$ cat config.mk
export PLATFORM = sky130hd
export DESIGN_NAME = uart_irq_fifo_line_ctrl
export DESIGN_NICKNAME = d
export VERILOG_FILES = /design/src/logic/uart_ctrl_pkg.sv /design/src/logic/fifo_level_counter.sv /design/src/logic/irq_priority_encoder.sv /design/src/logic/uart_irq_fifo_line_ctrl.sv
export SDC_FILE = /design/constraint.sdc
export NUM_CORES = 1
export LEC_CHECK = 0
export BUFFER_PORTS_ARGS = -buffer_cell sky130_fd_sc_hd__clkbuf_2
export CAP_MARGIN = 5
export CORE_MARGIN = 10
export CORE_UTILIZATION = 50
export DETAILED_ROUTE_END_ITERATION = 10
export PLACE_DENSITY = 0.81
export SLEW_MARGIN = 20
export SYNTH_ARGS = -nofsm -noshare
export SYNTH_HDL_FRONTEND = slang
export SYNTH_HIERARCHICAL = 1
export SYNTH_SLANG_ARGS = --single-unit
$ cat constraint.sdc
create_clock -name pclk -period 3 [get_ports pclk]
set_input_delay 0.6 -clock pclk [delete_from_list [all_inputs] [get_ports pclk]]
set_output_delay 0.6 -clock pclk [all_outputs]
set_load 0.03 [all_outputs]
$ cat src/logic/uart_ctrl_pkg.sv
// Shared constants for the UART interrupt, FIFO setup and line format block
package uart_ctrl_pkg;
  // Register byte offsets
  localparam logic [7:0] OFS_IRQ_STATUS  = 8'h00;
  localparam logic [7:0] OFS_FIFO_SETUP  = 8'h04;
  localparam logic [7:0] OFS_LINE_FORMAT = 8'h08;
  localparam logic [7:0] OFS_ENH_FEATURE = 8'h0c;
  localparam logic [7:0] OFS_FIFO_LEVELS = 8'h10;
  // FIFO geometry
  localparam int unsigned FIFO_DEPTH = 16;
  localparam int unsigned CNT_W      = 5;
  // Field positions
  localparam int unsigned FSC_ENABLE   = 0;
  localparam int unsigned FSC_RX_RESET = 1;
  localparam int unsigned FSC_TX_RESET = 2;
  localparam int unsigned FSC_DMA      = 3;
  localparam int unsigned FSC_TX_TRIG  = 4;
  localparam int unsigned FSC_RX_TRIG  = 6;
  localparam int unsigned EFC_ENHANCED = 4;
  localparam int unsigned LFC_STOP     = 2;
  localparam int unsigned LFC_PARITY   = 3;
  localparam int unsigned LFC_PTYPE    = 4;
  localparam int unsigned LFC_BREAK    = 6;
  localparam int unsigned LFC_DIVISOR  = 7;
  // Reset values
  localparam logic [7:0] LFC_RESET = 8'h00;
  localparam logic [7:0] EFC_RESET = 8'h00;
  localparam logic [1:0] TRIG_SEL_RESET = 2'h0;
  localparam logic [1:0] WLEN_5 = 2'h0;
  // Interrupt source indices, highest priority first
  localparam int unsigned NUM_SRC      = 7;
  localparam int unsigned SRC_LINE     = 0;
  localparam int unsigned SRC_TIMEOUT  = 1;
  localparam int unsigned SRC_RX_DATA  = 2;
  localparam int unsigned SRC_TX_READY = 3;
  localparam int unsigned SRC_MODEM    = 4;
  localparam int unsigned SRC_FLOW_CHR = 5;
  localparam int unsigned SRC_FLOW_PIN = 6;
  // Status codes in bits 5:0
  localparam logic [5:0] CODE_LINE     = 6'h06;
  localparam logic [5:0] CODE_TIMEOUT  = 6'h0c;
  localparam logic [5:0] CODE_RX_DATA  = 6'h04;
  localparam logic [5:0] CODE_TX_READY = 6'h02;
  localparam logic [5:0] CODE_MODEM    = 6'h00;
  localparam logic [5:0] CODE_FLOW_CHR = 6'h10;
  localparam logic [5:0] CODE_FLOW_PIN = 6'h20;
  localparam logic [5:0] CODE_NONE     = 6'h01;

  // Trigger select code to character count
  function automatic logic [CNT_W-1:0] trig_level(input logic [1:0] sel);
    case (sel)
      2'h0: trig_level = 5'h01;
      2'h1: trig_level = 5'h04;
      2'h2: trig_level = 5'h08;
      default: trig_level = 5'h0e;
    endcase
  endfunction

  // Source index to status code
  function automatic logic [5:0] src_code(input logic [2:0] idx);
    case (idx)
      3'h0: src_code = CODE_LINE;
      3'h1: src_code = CODE_TIMEOUT;
      3'h2: src_code = CODE_RX_DATA;
      3'h3: src_code = CODE_TX_READY;
      3'h4: src_code = CODE_MODEM;
      3'h5: src_code = CODE_FLOW_CHR;
      default: src_code = CODE_FLOW_PIN;
    endcase
  endfunction
endpackage

$ cat src/logic/fifo_level_counter.sv
// Occupancy counter standing in for one character FIFO's pointers
`timescale 1ns/100ps
`default_nettype none
module fifo_level_counter
  import uart_ctrl_pkg::*;
#(
  parameter int unsigned DEPTH = FIFO_DEPTH,
  parameter int unsigned CW    = CNT_W
)(
  input  wire logic          pclk,
  input  wire logic          presetn,
  input  wire logic          flush,
  input  wire logic          push,
  input  wire logic          pop,
  output logic [CW-1:0]      count_reg
);
  // Pushes into a full FIFO and pops from an empty one are dropped
  wire logic do_push = push && (count_reg != DEPTH[CW-1:0]);
  wire logic do_pop  = pop && (count_reg != '0);

  // Flush only touches the pointers, not any shift register outside
  always_ff @(posedge pclk or negedge presetn)
  begin
    if (!presetn)
      count_reg <= '0;
    else if (flush)
      count_reg <= '0;
    else if (do_push && !do_pop)
      count_reg <= count_reg + 1'b1;
    else if (do_pop && !do_push)
      count_reg <= count_reg - 1'b1;
  end
endmodule // fifo_level_counter
`default_nettype wire

$ cat src/logic/irq_priority_encoder.sv
// Picks the highest-priority pending source and gives its status code
`timescale 1ns/100ps
`default_nettype none
module irq_priority_encoder
  import uart_ctrl_pkg::*;
(
  input  wire logic [NUM_SRC-1:0] pending,
  output logic [5:0]              code
);
  // Walk from lowest to highest so the highest pending one wins
  always_comb
  begin
    code = CODE_NONE;
    for (int i = NUM_SRC - 1; i >= 0; i--)
    begin
      if (pending[i])
        code = src_code(i[2:0]);
    end
  end
endmodule // irq_priority_encoder
`default_nettype wire

$ cat src/logic/uart_irq_fifo_line_ctrl.sv
// UART channel interrupt status, FIFO setup and line format control on APB
// Summary of operation
// - Top three sources coded 06, 0C, 04
// - Lower four sources coded 02, 00, 10, 20
// - Bit 0 high when nothing pending
// - Flow-off/special char flag, cleared by read
// - Flow pin deassert flag needs enhanced mode
// - Bits 7:6 mirror FIFO enable
// - Other FIFO setup bits ignored unless bit 0 set
// - Bit 1 resets receive FIFO, self-clears
// - Bit 2 resets transmit FIFO, self-clears
// - Bit 3 selects DMA ready pin behaviour
// - Transmit trigger writable only when enhanced
// - Transmit interrupt on drop below trigger
// - Receive interrupt when level reaches trigger
// - FIFO setup register reads as zero
// - Word length five to eight bits
// - Stop bits one, one-half or two
// - Parity enable adds and checks parity
// - Parity type odd, even, mark, space
// - Read shows only highest; others wait
// - Transmit interrupt cleared by read or write
//
// The address map and the APB register port were decided locally.
`timescale 1ns/100ps
`default_nettype none
module uart_irq_fifo_line_ctrl
  import uart_ctrl_pkg::*;
#(
  parameter int unsigned DEPTH = FIFO_DEPTH
)(
  input  wire logic        pclk,
  input  wire logic        presetn,
  input  wire logic        psel,
  input  wire logic        penable,
  input  wire logic        pwrite,
  input  wire logic [7:0]  paddr,
  input  wire logic [31:0] pwdata,
  output logic [31:0]      prdata,
  output logic             pready,
  output logic             pslverr,
  input  wire logic        rx_char_push,
  input  wire logic        rx_char_pop,
  input  wire logic        tx_char_push,
  input  wire logic        tx_char_pop,
  input  wire logic        line_error_pending,
  input  wire logic        rx_timeout_pending,
  input  wire logic        modem_change_pending,
  input  wire logic        flow_off_match,
  input  wire logic        special_char_match,
  input  wire logic        flow_pin_deassert,
  output logic             rx_fifo_clear,
  output logic             tx_fifo_clear,
  output logic             fifo_enable,
  output logic [1:0]       word_len_sel,
  output logic [1:0]       stop_mode,
  output logic             parity_enable,
  output logic [1:0]       parity_type,
  output logic             break_enable,
  output logic             divisor_select,
  output logic             irq_active,
  output logic             tx_ready_pin_n,
  output logic             rx_ready_pin_n
);
  // Register state
  logic [31:0]      prdata_reg;
  logic             pready_reg;
  logic             pslverr_reg;
  logic             fifo_en_reg;
  logic             dma_reg;
  logic [1:0]       tx_trig_sel_reg;
  logic [1:0]       rx_trig_sel_reg;
  logic             rx_flush_reg;
  logic             tx_flush_reg;
  logic [7:0]       lfc_reg;
  logic [1:0]       stop_mode_reg;
  logic [7:0]       efc_reg;
  logic             tx_irq_reg;
  logic             tx_above_reg;
  logic             flow_chr_reg;
  logic             special_reg;
  logic             irq_active_reg;
  logic             tx_pin_n_reg;
  logic             rx_pin_n_reg;
  logic [CNT_W-1:0] rx_count;
  logic [CNT_W-1:0] tx_count;
  logic [5:0]       irq_code;

  // Address decode, used for both write strobes and error answer
  function automatic logic is_mapped(input logic [7:0] a);
    is_mapped = (a == OFS_IRQ_STATUS) || (a == OFS_FIFO_SETUP) || (a == OFS_LINE_FORMAT)
                || (a == OFS_ENH_FEATURE) || (a == OFS_FIFO_LEVELS);
  endfunction

  // Bus phases: answer in the first access cycle, no wait states
  wire logic setup_ph  = psel && !penable;
  wire logic access_ok = psel && penable && pready_reg;
  wire logic wr_ok     = access_ok && pwrite && is_mapped(paddr);
  wire logic fsc_wr    = wr_ok && (paddr == OFS_FIFO_SETUP);
  wire logic lfc_wr    = wr_ok && (paddr == OFS_LINE_FORMAT);
  wire logic efc_wr    = wr_ok && (paddr == OFS_ENH_FEATURE);
  wire logic isr_rd    = access_ok && !pwrite && (paddr == OFS_IRQ_STATUS);
  wire logic enhanced  = efc_reg[EFC_ENHANCED];

  // Effective trigger levels; without FIFOs the holding register acts as depth one
  wire logic [CNT_W-1:0] tx_trig = fifo_en_reg ? trig_level(tx_trig_sel_reg) : trig_level(TRIG_SEL_RESET);
  wire logic [CNT_W-1:0] rx_trig = fifo_en_reg ? trig_level(rx_trig_sel_reg) : trig_level(TRIG_SEL_RESET);

  // Status word: FIFO enable mirror over the encoded source
  wire logic [7:0] isr_value = {{2{fifo_en_reg}}, irq_code};

  // Read data mux; the FIFO setup register gives no readback
  wire logic [31:0] rd_data =
    (paddr == OFS_IRQ_STATUS)  ? {24'h000000, isr_value} :
    (paddr == OFS_LINE_FORMAT) ? {24'h000000, lfc_reg} :
    (paddr == OFS_ENH_FEATURE) ? {24'h000000, efc_reg} :
    (paddr == OFS_FIFO_LEVELS) ? {16'h0000, 3'h0, tx_count, 3'h0, rx_count} :
    32'h00000000;

  // FIFO occupancy, sixteen deep by default
  fifo_level_counter #(.DEPTH(DEPTH), .CW(CNT_W)) u_rx_level (
    .pclk      (pclk),
    .presetn   (presetn),
    .flush     (rx_flush_reg),
    .push      (rx_char_push),
    .pop       (rx_char_pop),
    .count_reg (rx_count)
  );
  fifo_level_counter #(.DEPTH(DEPTH), .CW(CNT_W)) u_tx_level (
    .pclk      (pclk),
    .presetn   (presetn),
    .flush     (tx_flush_reg),
    .push      (tx_char_push),
    .pop       (tx_char_pop),
    .count_reg (tx_count)
  );

  // Transmit interrupt: fall below trigger, or empty after a short reload
  wire logic tx_drop = tx_char_pop && (tx_count != '0)
                       && ((tx_count == tx_trig) || ((tx_count == 5'h01) && !tx_above_reg));
  wire logic tx_set  = tx_drop || tx_flush_reg;
  wire logic tx_clr  = (isr_rd && (prdata_reg[5:0] == CODE_TX_READY)) || tx_char_push;
  wire logic tx_irq_next = tx_set || (tx_irq_reg && !tx_clr);

  // Flow-off and special character flags; a new match beats a clear
  wire logic chr_clr      = isr_rd && (prdata_reg[5:0] == CODE_FLOW_CHR);
  wire logic flow_chr_next = (flow_off_match && enhanced) || (flow_chr_reg && !chr_clr);
  wire logic special_next  = (special_char_match && enhanced)
                             || (special_reg && !chr_clr && !rx_char_push);

  // Pending sources, index order is priority order
  wire logic [NUM_SRC-1:0] src_pending = {
    flow_pin_deassert && enhanced,
    flow_chr_reg || special_reg,
    modem_change_pending,
    tx_irq_reg,
    (rx_count != '0) && (rx_count >= rx_trig),
    rx_timeout_pending,
    line_error_pending
  };

  // Only the top pending source shows; lower ones stay set until serviced
  irq_priority_encoder u_prio (
    .pending (src_pending),
    .code    (irq_code)
  );

  // Ready pins: normal mode per character, DMA mode per trigger or space
  wire logic dma_on       = dma_reg && fifo_en_reg;
  wire logic rx_pin_n_next = dma_on ? !((rx_count >= rx_trig) || rx_timeout_pending)
                                    : (rx_count == '0);
  wire logic tx_pin_n_next = dma_on ? (tx_count == DEPTH[CNT_W-1:0]) : (tx_count != '0);

  // Stop length depends on word length as well
  wire logic [1:0] stop_next = !pwdata[LFC_STOP] ? 2'h0 :
                               (pwdata[1:0] == WLEN_5) ? 2'h1 : 2'h2;

  // Bus answer registers
  always_ff @(posedge pclk or negedge presetn)
  begin
    if (!presetn)
    begin
      pready_reg  <= 1'b0;
      pslverr_reg <= 1'b0;
      prdata_reg  <= 32'h00000000;
    end
    else
    begin
      pready_reg  <= setup_ph;
      pslverr_reg <= setup_ph && !is_mapped(paddr);
      if (setup_ph)
        prdata_reg <= pwrite ? 32'h00000000 : rd_data;
    end
  end

  // FIFO setup: fields taken only when the enable bit is written as one
  always_ff @(posedge pclk or negedge presetn)
  begin
    if (!presetn)
    begin
      fifo_en_reg     <= 1'b0;
      dma_reg         <= 1'b0;
      tx_trig_sel_reg <= TRIG_SEL_RESET;
      rx_trig_sel_reg <= TRIG_SEL_RESET;
      rx_flush_reg    <= 1'b0;
      tx_flush_reg    <= 1'b0;
    end
    else
    begin
      // Resets are one-cycle pulses; turning enable from on to off also empties both FIFOs
      rx_flush_reg <= fsc_wr && (pwdata[FSC_RX_RESET] || !pwdata[FSC_ENABLE])
                      && (pwdata[FSC_ENABLE] || fifo_en_reg);
      tx_flush_reg <= fsc_wr && (pwdata[FSC_TX_RESET] || !pwdata[FSC_ENABLE])
                      && (pwdata[FSC_ENABLE] || fifo_en_reg);
      if (fsc_wr)
      begin
        fifo_en_reg <= pwdata[FSC_ENABLE];
        if (pwdata[FSC_ENABLE])
        begin
          dma_reg         <= pwdata[FSC_DMA];
          rx_trig_sel_reg <= pwdata[FSC_RX_TRIG +: 2];
          if (enhanced)
            tx_trig_sel_reg <= pwdata[FSC_TX_TRIG +: 2];
        end
      end
    end
  end

  // Line format and enhanced feature registers
  always_ff @(posedge pclk or negedge presetn)
  begin
    if (!presetn)
    begin
      lfc_reg       <= LFC_RESET;
      stop_mode_reg <= 2'h0;
      efc_reg       <= EFC_RESET;
    end
    else
    begin
      if (lfc_wr)
      begin
        lfc_reg       <= pwdata[7:0];
        stop_mode_reg <= stop_next;
      end
      if (efc_wr)
        efc_reg <= pwdata[7:0];
    end
  end

  // Interrupt flags and pin drivers
  always_ff @(posedge pclk or negedge presetn)
  begin
    if (!presetn)
    begin
      tx_irq_reg     <= 1'b0;
      tx_above_reg   <= 1'b0;
      flow_chr_reg   <= 1'b0;
      special_reg    <= 1'b0;
      irq_active_reg <= 1'b0;
      tx_pin_n_reg   <= 1'b0;
      rx_pin_n_reg   <= 1'b1;
    end
    else
    begin
      tx_irq_reg     <= tx_irq_next;
      flow_chr_reg   <= flow_chr_next;
      special_reg    <= special_next;
      irq_active_reg <= (src_pending != '0);
      tx_pin_n_reg   <= tx_pin_n_next;
      rx_pin_n_reg   <= rx_pin_n_next;
      // Remembers whether the last reload went past the trigger
      if (tx_count > tx_trig)
        tx_above_reg <= 1'b1;
      else if (tx_count == '0)
        tx_above_reg <= 1'b0;
    end
  end

  // Outputs straight from flip-flops
  assign prdata         = prdata_reg;
  assign pready         = pready_reg;
  assign pslverr        = pslverr_reg;
  assign rx_fifo_clear  = rx_flush_reg;
  assign tx_fifo_clear  = tx_flush_reg;
  assign fifo_enable    = fifo_en_reg;
  assign word_len_sel   = lfc_reg[1:0];
  assign stop_mode      = stop_mode_reg;
  assign parity_enable  = lfc_reg[LFC_PARITY];
  assign parity_type    = lfc_reg[LFC_PTYPE +: 2];
  assign break_enable   = lfc_reg[LFC_BREAK];
  assign divisor_select = lfc_reg[LFC_DIVISOR];
  assign irq_active     = irq_active_reg;
  assign tx_ready_pin_n = tx_pin_n_reg;
  assign rx_ready_pin_n = rx_pin_n_reg;

  // Checks on priority coding, FIFO setup and line format
  property p_line_top;
    @(posedge pclk) disable iff (!presetn) line_error_pending |-> isr_value[5:0] == CODE_LINE;
  endproperty
  a_line_top: assert property (p_line_top) else $error("line status not top priority");
  property p_timeout_second;
    @(posedge pclk) disable iff (!presetn)
      (!line_error_pending && rx_timeout_pending) |-> isr_value[5:0] == CODE_TIMEOUT;
  endproperty
  a_timeout_second: assert property (p_timeout_second) else $error("timeout code wrong");
  property p_pin_lowest;
    @(posedge pclk) disable iff (!presetn)
      (src_pending == 7'h40) |-> isr_value[5:0] == CODE_FLOW_PIN;
  endproperty
  a_pin_lowest: assert property (p_pin_lowest) else $error("flow pin code wrong");
  property p_none_bit;
    @(posedge pclk) disable iff (!presetn) (src_pending == '0) |-> isr_value[0] ##1 !irq_active;
  endproperty
  a_none_bit: assert property (p_none_bit) else $error("idle status bit wrong");
  property p_fifo_mirror;
    @(posedge pclk) disable iff (!presetn) isr_rd |-> prdata[7:6] == {2{fifo_en_reg}};
  endproperty
  a_fifo_mirror: assert property (p_fifo_mirror) else $error("enable mirror wrong");
  property p_ignore_disabled;
    @(posedge pclk) disable iff (!presetn)
      (fsc_wr && !pwdata[FSC_ENABLE]) |=> $stable(dma_reg) && $stable(rx_trig_sel_reg) && !fifo_en_reg;
  endproperty
  a_ignore_disabled: assert property (p_ignore_disabled) else $error("setup taken without enable");
  property p_rx_reset;
    @(posedge pclk) disable iff (!presetn)
      (fsc_wr && pwdata[FSC_ENABLE] && pwdata[FSC_RX_RESET]) |=> rx_fifo_clear ##1 !rx_fifo_clear;
  endproperty
  a_rx_reset: assert property (p_rx_reset) else $error("receive reset not a pulse");
  property p_tx_trig_locked;
    @(posedge pclk) disable iff (!presetn) (fsc_wr && !enhanced) |=> $stable(tx_trig_sel_reg);
  endproperty
  a_tx_trig_locked: assert property (p_tx_trig_locked) else $error("trigger written without enhanced");
  property p_tx_drop;
    @(posedge pclk) disable iff (!presetn) tx_drop |=> tx_irq_reg;
  endproperty
  a_tx_drop: assert property (p_tx_drop) else $error("transmit interrupt missed");
  property p_tx_clear;
    @(posedge pclk) disable iff (!presetn) (tx_char_push && !tx_set) |=> !tx_irq_reg;
  endproperty
  a_tx_clear: assert property (p_tx_clear) else $error("transmit interrupt not cleared");
  property p_half_stop;
    @(posedge pclk) disable iff (!presetn)
      (lfc_wr && pwdata[LFC_STOP] && pwdata[1:0] == WLEN_5) |=> stop_mode == 2'h1 && word_len_sel == WLEN_5;
  endproperty
  a_half_stop: assert property (p_half_stop) else $error("stop length wrong");
  c_isr_read: cover property (@(posedge pclk) disable iff (!presetn) isr_rd && tx_irq_reg);
  c_fifo_on: cover property (@(posedge pclk) disable iff (!presetn) fsc_wr && pwdata[FSC_ENABLE]);
  c_rx_trig: cover property (@(posedge pclk) disable iff (!presetn) fifo_en_reg && src_pending[SRC_RX_DATA]);
endmodule // uart_irq_fifo_line_ctrl
`default_nettype wire

* After elaboration in Yosys (flattened, before gate mapping) *
Cells that the tools add are included.

storage, ports and cells
  bits in registers = 77
  latch bits = 0
  bits in writable memories = 0
  bits in read-only memories = 0
  input port bits = 55
  output and inout bits = 49
  memories = 0

cells by class
  add/subtract/negate cells = 4
  $mul = 0
  div/mod/pow operators = 0
  order comparisons = 2
  equality and inequality tests = 15
  shifts and indexed selects = 0
  mux-type cells = 28
  bitwise logic cells = 0
  reduce and logical (&&, ||, !) cells = 78

operator list
  operator               count
  $mux W13               5
  $mux W6                7
  $mux W5                8
  $logic_and A1 B1 Y1    36
  $pmux W4 S3            2
  $eq A8 B4 Y1 const B   2
  $logic_or A1 B1 Y1     15
  $logic_not A1 Y1       13
  $add A5 B1 Y5 const B  2
  $logic_not A5 Y1       2
  $ne A5 B5 Y1 const B   2
  $reduce_bool A5 Y1     2
  $sub A5 B1 Y5 const B  2
  $eq A8 B3 Y1 const B   1
  $eq A8 B5 Y1 const B   1
  $logic_not A8 Y1       1
  $reduce_bool A7 Y1     1
  $eq A6 B2 Y1 const B   1
  $eq A6 B5 Y1 const B   1
  $logic_not A2 Y1       3
  $reduce_bool A3 Y1     2
  $eq A5 B1 Y1 const B   1
  $eq A5 B5 Y1           1
  $eq A5 B5 Y1 const B   1
  9 further kinds        15

* Longest topological paths before layout *
Gate-level depths: netlist of the first run.

  depth in word-level cells = 10
  mapped depth = 13
  mapped depth without buffers = 12

* Hierarchy *
Netlist of the first run, hierarchy kept.

modules (own cells, without submodules)
  module                   instances  cells an instance  area an instance (sq um)
  uart_irq_fifo_line_ctrl  1          251                2,603.7
  fifo_level_counter       2          39                 374.1
  irq_priority_encoder     1          9                  73.8

* Worst setup path before layout of the first run *
Ideal clock, no wire load.

  path type = register to register
  from = register fifo_en_reg (netlist: fifo_enable)
  to = register prdata_reg[5] (netlist: prdata[5])
  data arrival time = 2.686 ns
  setup slack = 0.231 ns
  cell stages (with the launch flop) = 14
  path buffers = 1
  period minus slack after synthesis = 2.769 ns
  cell sequence = dfrtp_1 -> clkbuf_1 -> o21ai_0 -> ha_1 -> nand2b_1 -> a21oi_1 -> o21ai_0 -> and2_1 -> or3_4 -> nor4_2 -> mux2i_1 -> nor2_1 -> a31oi_1 -> o21ai_0

on the way
  longest elaborated chain between the ends = 8

RTL lines
  item                      line                            text
  from (decl)               uart_irq_fifo_line_ctrl.sv:69   logic fifo_en_reg;
  from (signal assigned)    uart_irq_fifo_line_ctrl.sv:217  fifo_en_reg <= pwdata[FSC_ENABLE];
  $mux W5                   uart_irq_fifo_line_ctrl.sv:107  wire logic [CNT_W-1:0] rx_trig = fifo_en_reg ? trig_level(rx_trig_sel_reg) : trig_level(TRIG_SEL_RESET);
  $ge A5 B5 Y1              uart_irq_fifo_line_ctrl.sv:157  (rx_count != '0) && (rx_count >= rx_trig),
  $logic_and A1 B1 Y1       uart_irq_fifo_line_ctrl.sv:157
  named net src_pending[2]  uart_irq_fifo_line_ctrl.sv:152  wire logic [NUM_SRC-1:0] src_pending = {
  $mux W6 (3 in series)     irq_priority_encoder.sv:16      if (pending[i])
  named net irq_code[5]     uart_irq_fifo_line_ctrl.sv:87   logic [5:0] irq_code;
  $mux W13                  uart_irq_fifo_line_ctrl.sv:114  (paddr == OFS_IRQ_STATUS) ? {24'h000000, isr_value} :
  $mux W13                  uart_irq_fifo_line_ctrl.sv:192  prdata_reg <= pwrite ? 32'h00000000 : rd_data;
  to (signal assigned)      uart_irq_fifo_line_ctrl.sv:192
  to (decl)                 uart_irq_fifo_line_ctrl.sv:66   logic [31:0] prdata_reg;

The timed path passes the listed nets, and every way through them passes these cells.
A chain may end at the register's enable or synchronous reset.

* Worst setup path in the final report of the first run *
  from = register u_rx_level.count_reg[1]
  to = register u_rx_level.count_reg[4]

on the way
  longest elaborated chain between the ends = 6

RTL lines
  item                                                                   line                      text
  from (decl)                                                            fifo_level_counter.sv:15  output logic [CW-1:0] count_reg
  from (signal assigned)                                                 fifo_level_counter.sv:29  count_reg <= count_reg + 1'b1;
  from (signal assigned)                                                 fifo_level_counter.sv:31  count_reg <= count_reg - 1'b1;
  parallel branches: the longest is 6 deep, another holds $sub A5 B1 Y5  n/a

Parallel ways; which one is timed is not known. The select of a mux whose other input is x is not followed.

==> results of run 1 <==
==> power groups by stage <==
stage          Combinational [mW]  Clock (mW)  Sequential [mW]
2_1_floorplan               0.669           0             1.02
5_1_grt                      1.00       0.905             1.04
3_3_place_gp                0.823           0             1.03
4_1_cts                     0.886       0.862             1.02
3_5_place_dp                0.880           0             1.04
6_report                    0.886       0.845             1.02
==> layer usage <==
layer,vias to the layer above,share of wire,GRT usage
li1,1293,-,-
met1,1340,0.41,0.1770
met2,82,0.51,0.2723
met3,18,0.065,0.05630
met4,0,0.022,0.05882
met5,-,0,0
==> logic make-up (layout without fill, tap and decap cells) <==
logic type / Yosys count / count (layout) / synth area share
AND/OR/NAND/NOR: 113 / 113 / 0.1859
AO/OA/AOI/OAI: 64 / 64 / 0.1267
other: 1 / 19 / 0.001095
multiplexers: 28 / 28 / 0.09058
XOR/XNOR: 6 / 6 / 0.01534
buffers and inverters: 48 / 94 / 0.07889
adder cells (fa/ha/maj): 20 / 20 / 0.07743
flip-flops: 58 / 58 / 0.4240
==> cells in the mapped netlist, types with 2 or more instances <==
master     n  share of area
or2_2      2         0.0037
and2_1     4         0.0073
nor2_1    24          0.026
a31oi_1    8          0.015
buf_2      3         0.0044
o21ai_0    8          0.012
o31ai_1    7          0.015
nor3_1     2         0.0029
a21boi_1   2         0.0044
and3_1     2         0.0037
a21oi_1   17          0.025
nor2b_1    4         0.0073
nand4_1    2         0.0037
ha_1      18          0.066
buf_4     23          0.050
a211oi_1   3         0.0066
mux2i_1    4          0.012
inv_1     13          0.014
clkbuf_1   8         0.0088
mux2_1     2         0.0066
nand2_1   26          0.028
a221oi_1   5          0.013
nor4_1     4         0.0073
dfrtp_1   57           0.42
or4_4      2         0.0066
nor3b_1    4         0.0088
nand3_1   10          0.015
fa_1       2          0.012
nand2b_1  11          0.020
a22o_1     6          0.015
or4_1      3         0.0066
xnor2_1    4          0.010
xor2_1     2         0.0051
mux2_2    22          0.072
nand3b_1   3         0.0066
==> metrics by stage <==
step	power, mW	util	setup WS (ps)
after detailed placement	1.917	0.5516	212.6
final	2.753	0.5870	152.9
after global placement	1.852	0.5516	364.0
after global routing	2.944	0.5870	26.97
after CTS	2.770	0.5870	192.9
after floorplan	1.688	-	231.1
==> how the worst max path moves through the flow <==
stage | startpoint | end | slack, ps | depth (start not counted)
global placement | u_rx_level/count_reg[0] | prdata[5] | 360 | 12
global route | u_rx_level/count_reg[1] | u_rx_level/count_reg[4] | 30 | 10
floorplan | fifo_enable | prdata[5] | 230 | 13
detailed placement | u_rx_level/count_reg[1] | u_rx_level/count_reg[4] | 210 | 10
CTS | u_rx_level/count_reg[1] | u_rx_level/count_reg[4] | 190 | 10
finish | u_rx_level/count_reg[1] | u_rx_level/count_reg[4] | 150 | 10
==> layout by cell type, fill, tap and decap left out, types with 3 or more instances in the layout <==
cell type,count
o21ai_0,8
nand2_1,26
nand3b_1,3
nor2_1,24
inv_1,13
mux2_2,22
or4_1,3
nand2b_1,11
a211oi_1,3
buf_4,4
o31ai_1,7
and2_1,4
nor2b_1,4
mux2i_1,4
a21oi_1,17
dfrtp_1,57
clkbuf_2,60
ha_1,18
a221oi_1,5
nand3_1,10
a31oi_1,8
clkbuf_8,12
nor4_1,4
nor3b_1,4
a22o_1,6
conb_1,19
xnor2_1,4
==> area by class of cell <==
class	count	share of cell area
clock inverters	4	0.01840
well taps	80	0.02538
flip-flops and latches	58	0.3683
repair buffers	64	0.08376
clock buffers	12	0.04188
inverters	14	0.01332
multi-input cells	250	0.4489
==> results.toml, run 1 <==
[outcome]
status = "completed"

[route]
wire_per_inst_um = 17.07
vias_per_cell = 5.670
drc = 0
via_count = 2733
wl_um = 8227
first_pass_iters = 4
ant_nets = 0
drtIter0Drc = 127

[worst_setup_path]
r2r_end = "u_rx_level/count_reg[4]"
crit_type = "reg2reg"
path_cells = "nor4_1 -> nand2b_1 -> nand2_1 -> ha_1 -> clkinv_1 -> ha_1 -> a21oi_1 -> a211oi_1 -> a31oi_1 -> mux2_1"
max_stage_delay_ps = 460
worstSetupEndpointType = "register"
reg2reg_slack_ps = 150
worstReg2RegStart = "u_rx_level/count_reg[1]"
path_delay_family = "simple AND/OR/NAND/NOR gates"
r2r_cells = 10
cp_num_buf_inv = 1
crit_fanout = 6
required_ps = 3220
arrival_ps = 3070
path_common_cell = "ha_1"
critical_path.slowest_cell = "dfrtp_1"
critPathLaunchType = "register"

[floorplanning]
die_w_um = 102.8
start_util = 0.5099
fp.dieH_um = 102.8
row_count = 30
die_area_sq_um = 10560
boundaryPins = 104
coreArea_sq_um = 6719

[global_route]
overflow = 0
grt_usage = 0.1586
grt_pass1_vias = 2814
antenna_found_initial = 0
grt_max_degree = 39
grt_pass1_wl_um = 13180

[layout]
multi_input_area_sq_um = 1770
area.sequential_sq_um = 1453
final_cells = 482
largest_register_ff_count = 13
area_delta_synth_final_pct = 15.12
n_fill_cell = 589
nets = 472
drive_above_1_share = 0.2836
design_area_sq_um = 3944
n_antenna_cell = 0

[power_and_ir_drop]
p_leak_nw = 1.905
p_int_mw = 1.795
seqPwrFrac = 0.371
switching_share = 0.3481
p_per_area_nw_per_um2 = 698.0
pwr-share-clk = 0.307
netSwitchingPower_uw = 958.2
max-vdd-ir-drop_mv = 0.4057
p_comb_frac = 0.322

[cts]
clockBufferDepth = 2
insertion_delay_ps = 340
cts_tree = "done"
cts_setup_buffers = 0
clock_sinks = 58
ctsResizeCount = 0
h-tree-depth = 3
root_buffer = "clkbuf_8"
hold_buffers = 0
numCtsBuffers = 9
clk_pin_slew_ps = 70

[yosys]
netlist_area_sq_um = 3426
ys.flop_type = "dfrtp_1"
synth_edf_count = 0
synth_area_per_cell_sq_um = 10.14
synthCells = 338
ys_types = 56
ys_seq_area_frac = 0.4240
synth_seq_cells = 58
synthArstFlopShare = 1.000
synth_warnings = 6

[timing]
setup_viol = 0
fmax_ghz = 0.3512
slew_viol_final = 0
min_period_over_period = 0.9490
setup_tns_ps = 0
final_hold_viol_count = 0
min_period_ps = 2847
worstMarginPinSlew_ps = 927.0
finalClockSkew_ps = 5.414
slew_headroom = 0.3820
holdWs_ps = 391.8
rsz0062_at_grt = "false"

[hold_path]
hold_path_class = "in2async"

[place]
placed_area_sq_um = 3706
io_buffers = 60
routabilityCongestion = 0.9081
hpwl_um = 6481
dp.cells = 466

[run]
max-cap-violations = 0
Note: power is estimated with default switching activity, not from simulation.
==> run 2: changes to the inputs <==
RECOVER_POWER = 100   (was unset)
==> run 2 against run 1 <==
- the flow now finishes with violations (capacitance limit, slew limit)
- power decreased by 0.22%
- maximum frequency is 0.25% lower
- clock skew is essentially flat
- final cell count did not move
- worst hold slack better by 87 ps
- non-clock buffer count did not move
- clock-buffer cell count is the same
- sequential power barely moved
==> results.toml, run 2 (synthesis results as in run 1) <==
[cts]
h-tree-depth = 3
root_buffer = "clkbuf_8"
cts_setup_buffers = 0
ctsResizeCount = 0
clk_pin_slew_ps = 60
insertion_delay_ps = 340
cts_tree = "done"
hold_buffers = 0
clockBufferDepth = 2
clock_sinks = 58
numCtsBuffers = 9

[timing]
min_period_ps = 2854
worstMarginPinSlew_ps = 1990
slew_viol_final = 39
slew_headroom = -0.3267
finalClockSkew_ps = 5.001
rsz0062_at_grt = "false"
setup_tns_ps = 0
final.setup.worst_slack_ps = 145.7
fmax_ghz = 0.3504
setup_viol = 0
min_period_over_period = 0.9514
final_hold_viol_count = 0

[power_and_ir_drop]
seqPwrFrac = 0.372
p_leak_nw = 1.774
netSwitchingPower_uw = 957.8
max-vdd-ir-drop_mv = 0.4144
p_per_area_nw_per_um2 = 712.1
pwr-share-clk = 0.309
p_comb_frac = 0.320
p_int_mw = 1.789
power_mw = 2.747
switching_share = 0.3487

[floorplanning]
die_area_sq_um = 10560
boundaryPins = 104
fp.dieH_um = 102.8
coreArea_sq_um = 6719
row_count = 30
start_util = 0.5099
die_w_um = 102.8

[hold_path]
min_to = "special_reg"
min_from = "special_char_match"
hold_path_class = "in2reg"
holdPathStages = 2

[global_route]
antenna_found_initial = 0
grt_max_degree = 39
grt_pass1_wl_um = 13180
grt_pass1_vias = 2814
grt_usage = 0.1586
overflow = 0

[place]
io_buffers = 60
dp.cells = 466
hpwl_um = 6481
routabilityCongestion = 0.9081
pre_cts_ws_ps = 212.6

[worst_setup_path]
critPathLaunchType = "register"
crit_type = "reg2reg"
required_ps = 3220
worstSetupEndpointType = "register"
max_stage_delay_ps = 460
arrival_ps = 3070
critical_path.slowest_cell = "dfrtp_1"
worstReg2RegStart = "u_rx_level/count_reg[1]"
r2r_end = "u_rx_level/count_reg[4]"
reg2reg_slack_ps = 150
path_cells = "nor4_1 -> nand2b_1 -> nand2_1 -> ha_1 -> clkinv_1 -> ha_1 -> a21oi_1 -> a211oi_1 -> a31oi_1 -> mux2_1"
r2r_cells = 10
crit_fanout = 6
crit_start = "u_rx_level/count_reg[1]"
path_common_cell = "ha_1"

[route]
drtIter0Drc = 149
wire_per_inst_um = 17.18
via_count = 2761
ant_nets = 0
wl_um = 8279
first_pass_iters = 5
vias_per_cell = 5.728
drc = 0

[layout]
n_fill_cell = 617
area.sequential_sq_um = 1453
multi_input_area_sq_um = 1738
area_delta_synth_final_pct = 12.60
nets = 472
layout_commonest_cell = "dfrtp_1"
n_antenna_cell = 0
drive_above_1_share = 0.1791
final_cell_mix = "57 x dfrtp_1, 37 x clkbuf_1, 26 x nand2_1, 26 x clkbuf_2, 25 x nor2_1"
final_cells = 482
fin_util = 0.5741
largest_register_ff_count = 13

[outcome]
violations = "capacitance limit, slew limit"
status = "finished, violations left"

[run]
max-cap-violations = 1
[run 2: worst max path at each step]
stage / slack [ps] / end / depth (start not counted)
final: 150 / u_rx_level/count_reg[4] / 10
after detailed placement: 210 / u_rx_level/count_reg[4] / 10
after global placement: 360 / prdata[5] / 12
after floorplan: 230 / prdata[5] / 13
after global routing: 30 / prdata[5] / 12
after CTS: 190 / u_rx_level/count_reg[4] / 10
[run 2: metrics by stage]
stage / hold WS (ps) / cell area [sq um]
floorplan: 304.4 / 3493
global placement: 475.6 / 3706
detailed placement: 485.9 / 3706
CTS: 419.3 / 3944
global route: 468.8 / 3857
finish: 478.6 / 3857
[run 2: layout make-up]
| class | instances | area share |
|---|---|---|
| tap | 80 | 0.02595 |
| clock inverter | 4 | 0.01881 |
| clock buffer | 12 | 0.04282 |
| multi-input combinational | 250 | 0.4505 |
| inverter | 14 | 0.01362 |
| timing repair buffer | 64 | 0.07168 |
| sequential | 58 | 0.3766 |
[run 2: power groups by stage]
stage	registers [mW]	logic (mW)	clock network [mW]
2_1_floorplan	1.02	0.669	0
3_3_place_gp	1.03	0.823	0
3_5_place_dp	1.04	0.880	0
4_1_cts	1.02	0.886	0.862
5_1_grt	1.04	0.992	0.905
6_report	1.02	0.878	0.848
[run 2: per-layer routing]
layer / vias to the layer above / global-route usage / wire length [um]
met5: - / 0 / 0
met4: 0 / 0.05882 / 161
met3: 15 / 0.05630 / 562
met2: 96 / 0.2723 / 4165
met1: 1355 / 0.1770 / 3391
li1: 1295 / - / -
[run 2: critical path: cells and delay by family, from the launching register on]
family / cells / cell delay [ps]
AND/OR/NAND/NOR: 3 / 580
buffers and inverters: 1 / 210
multiplexers: 1 / 350
adder cells (fa/ha/maj): 2 / 560
flip-flops: 1 / 460
AO/OA/AOI/OAI: 3 / 570
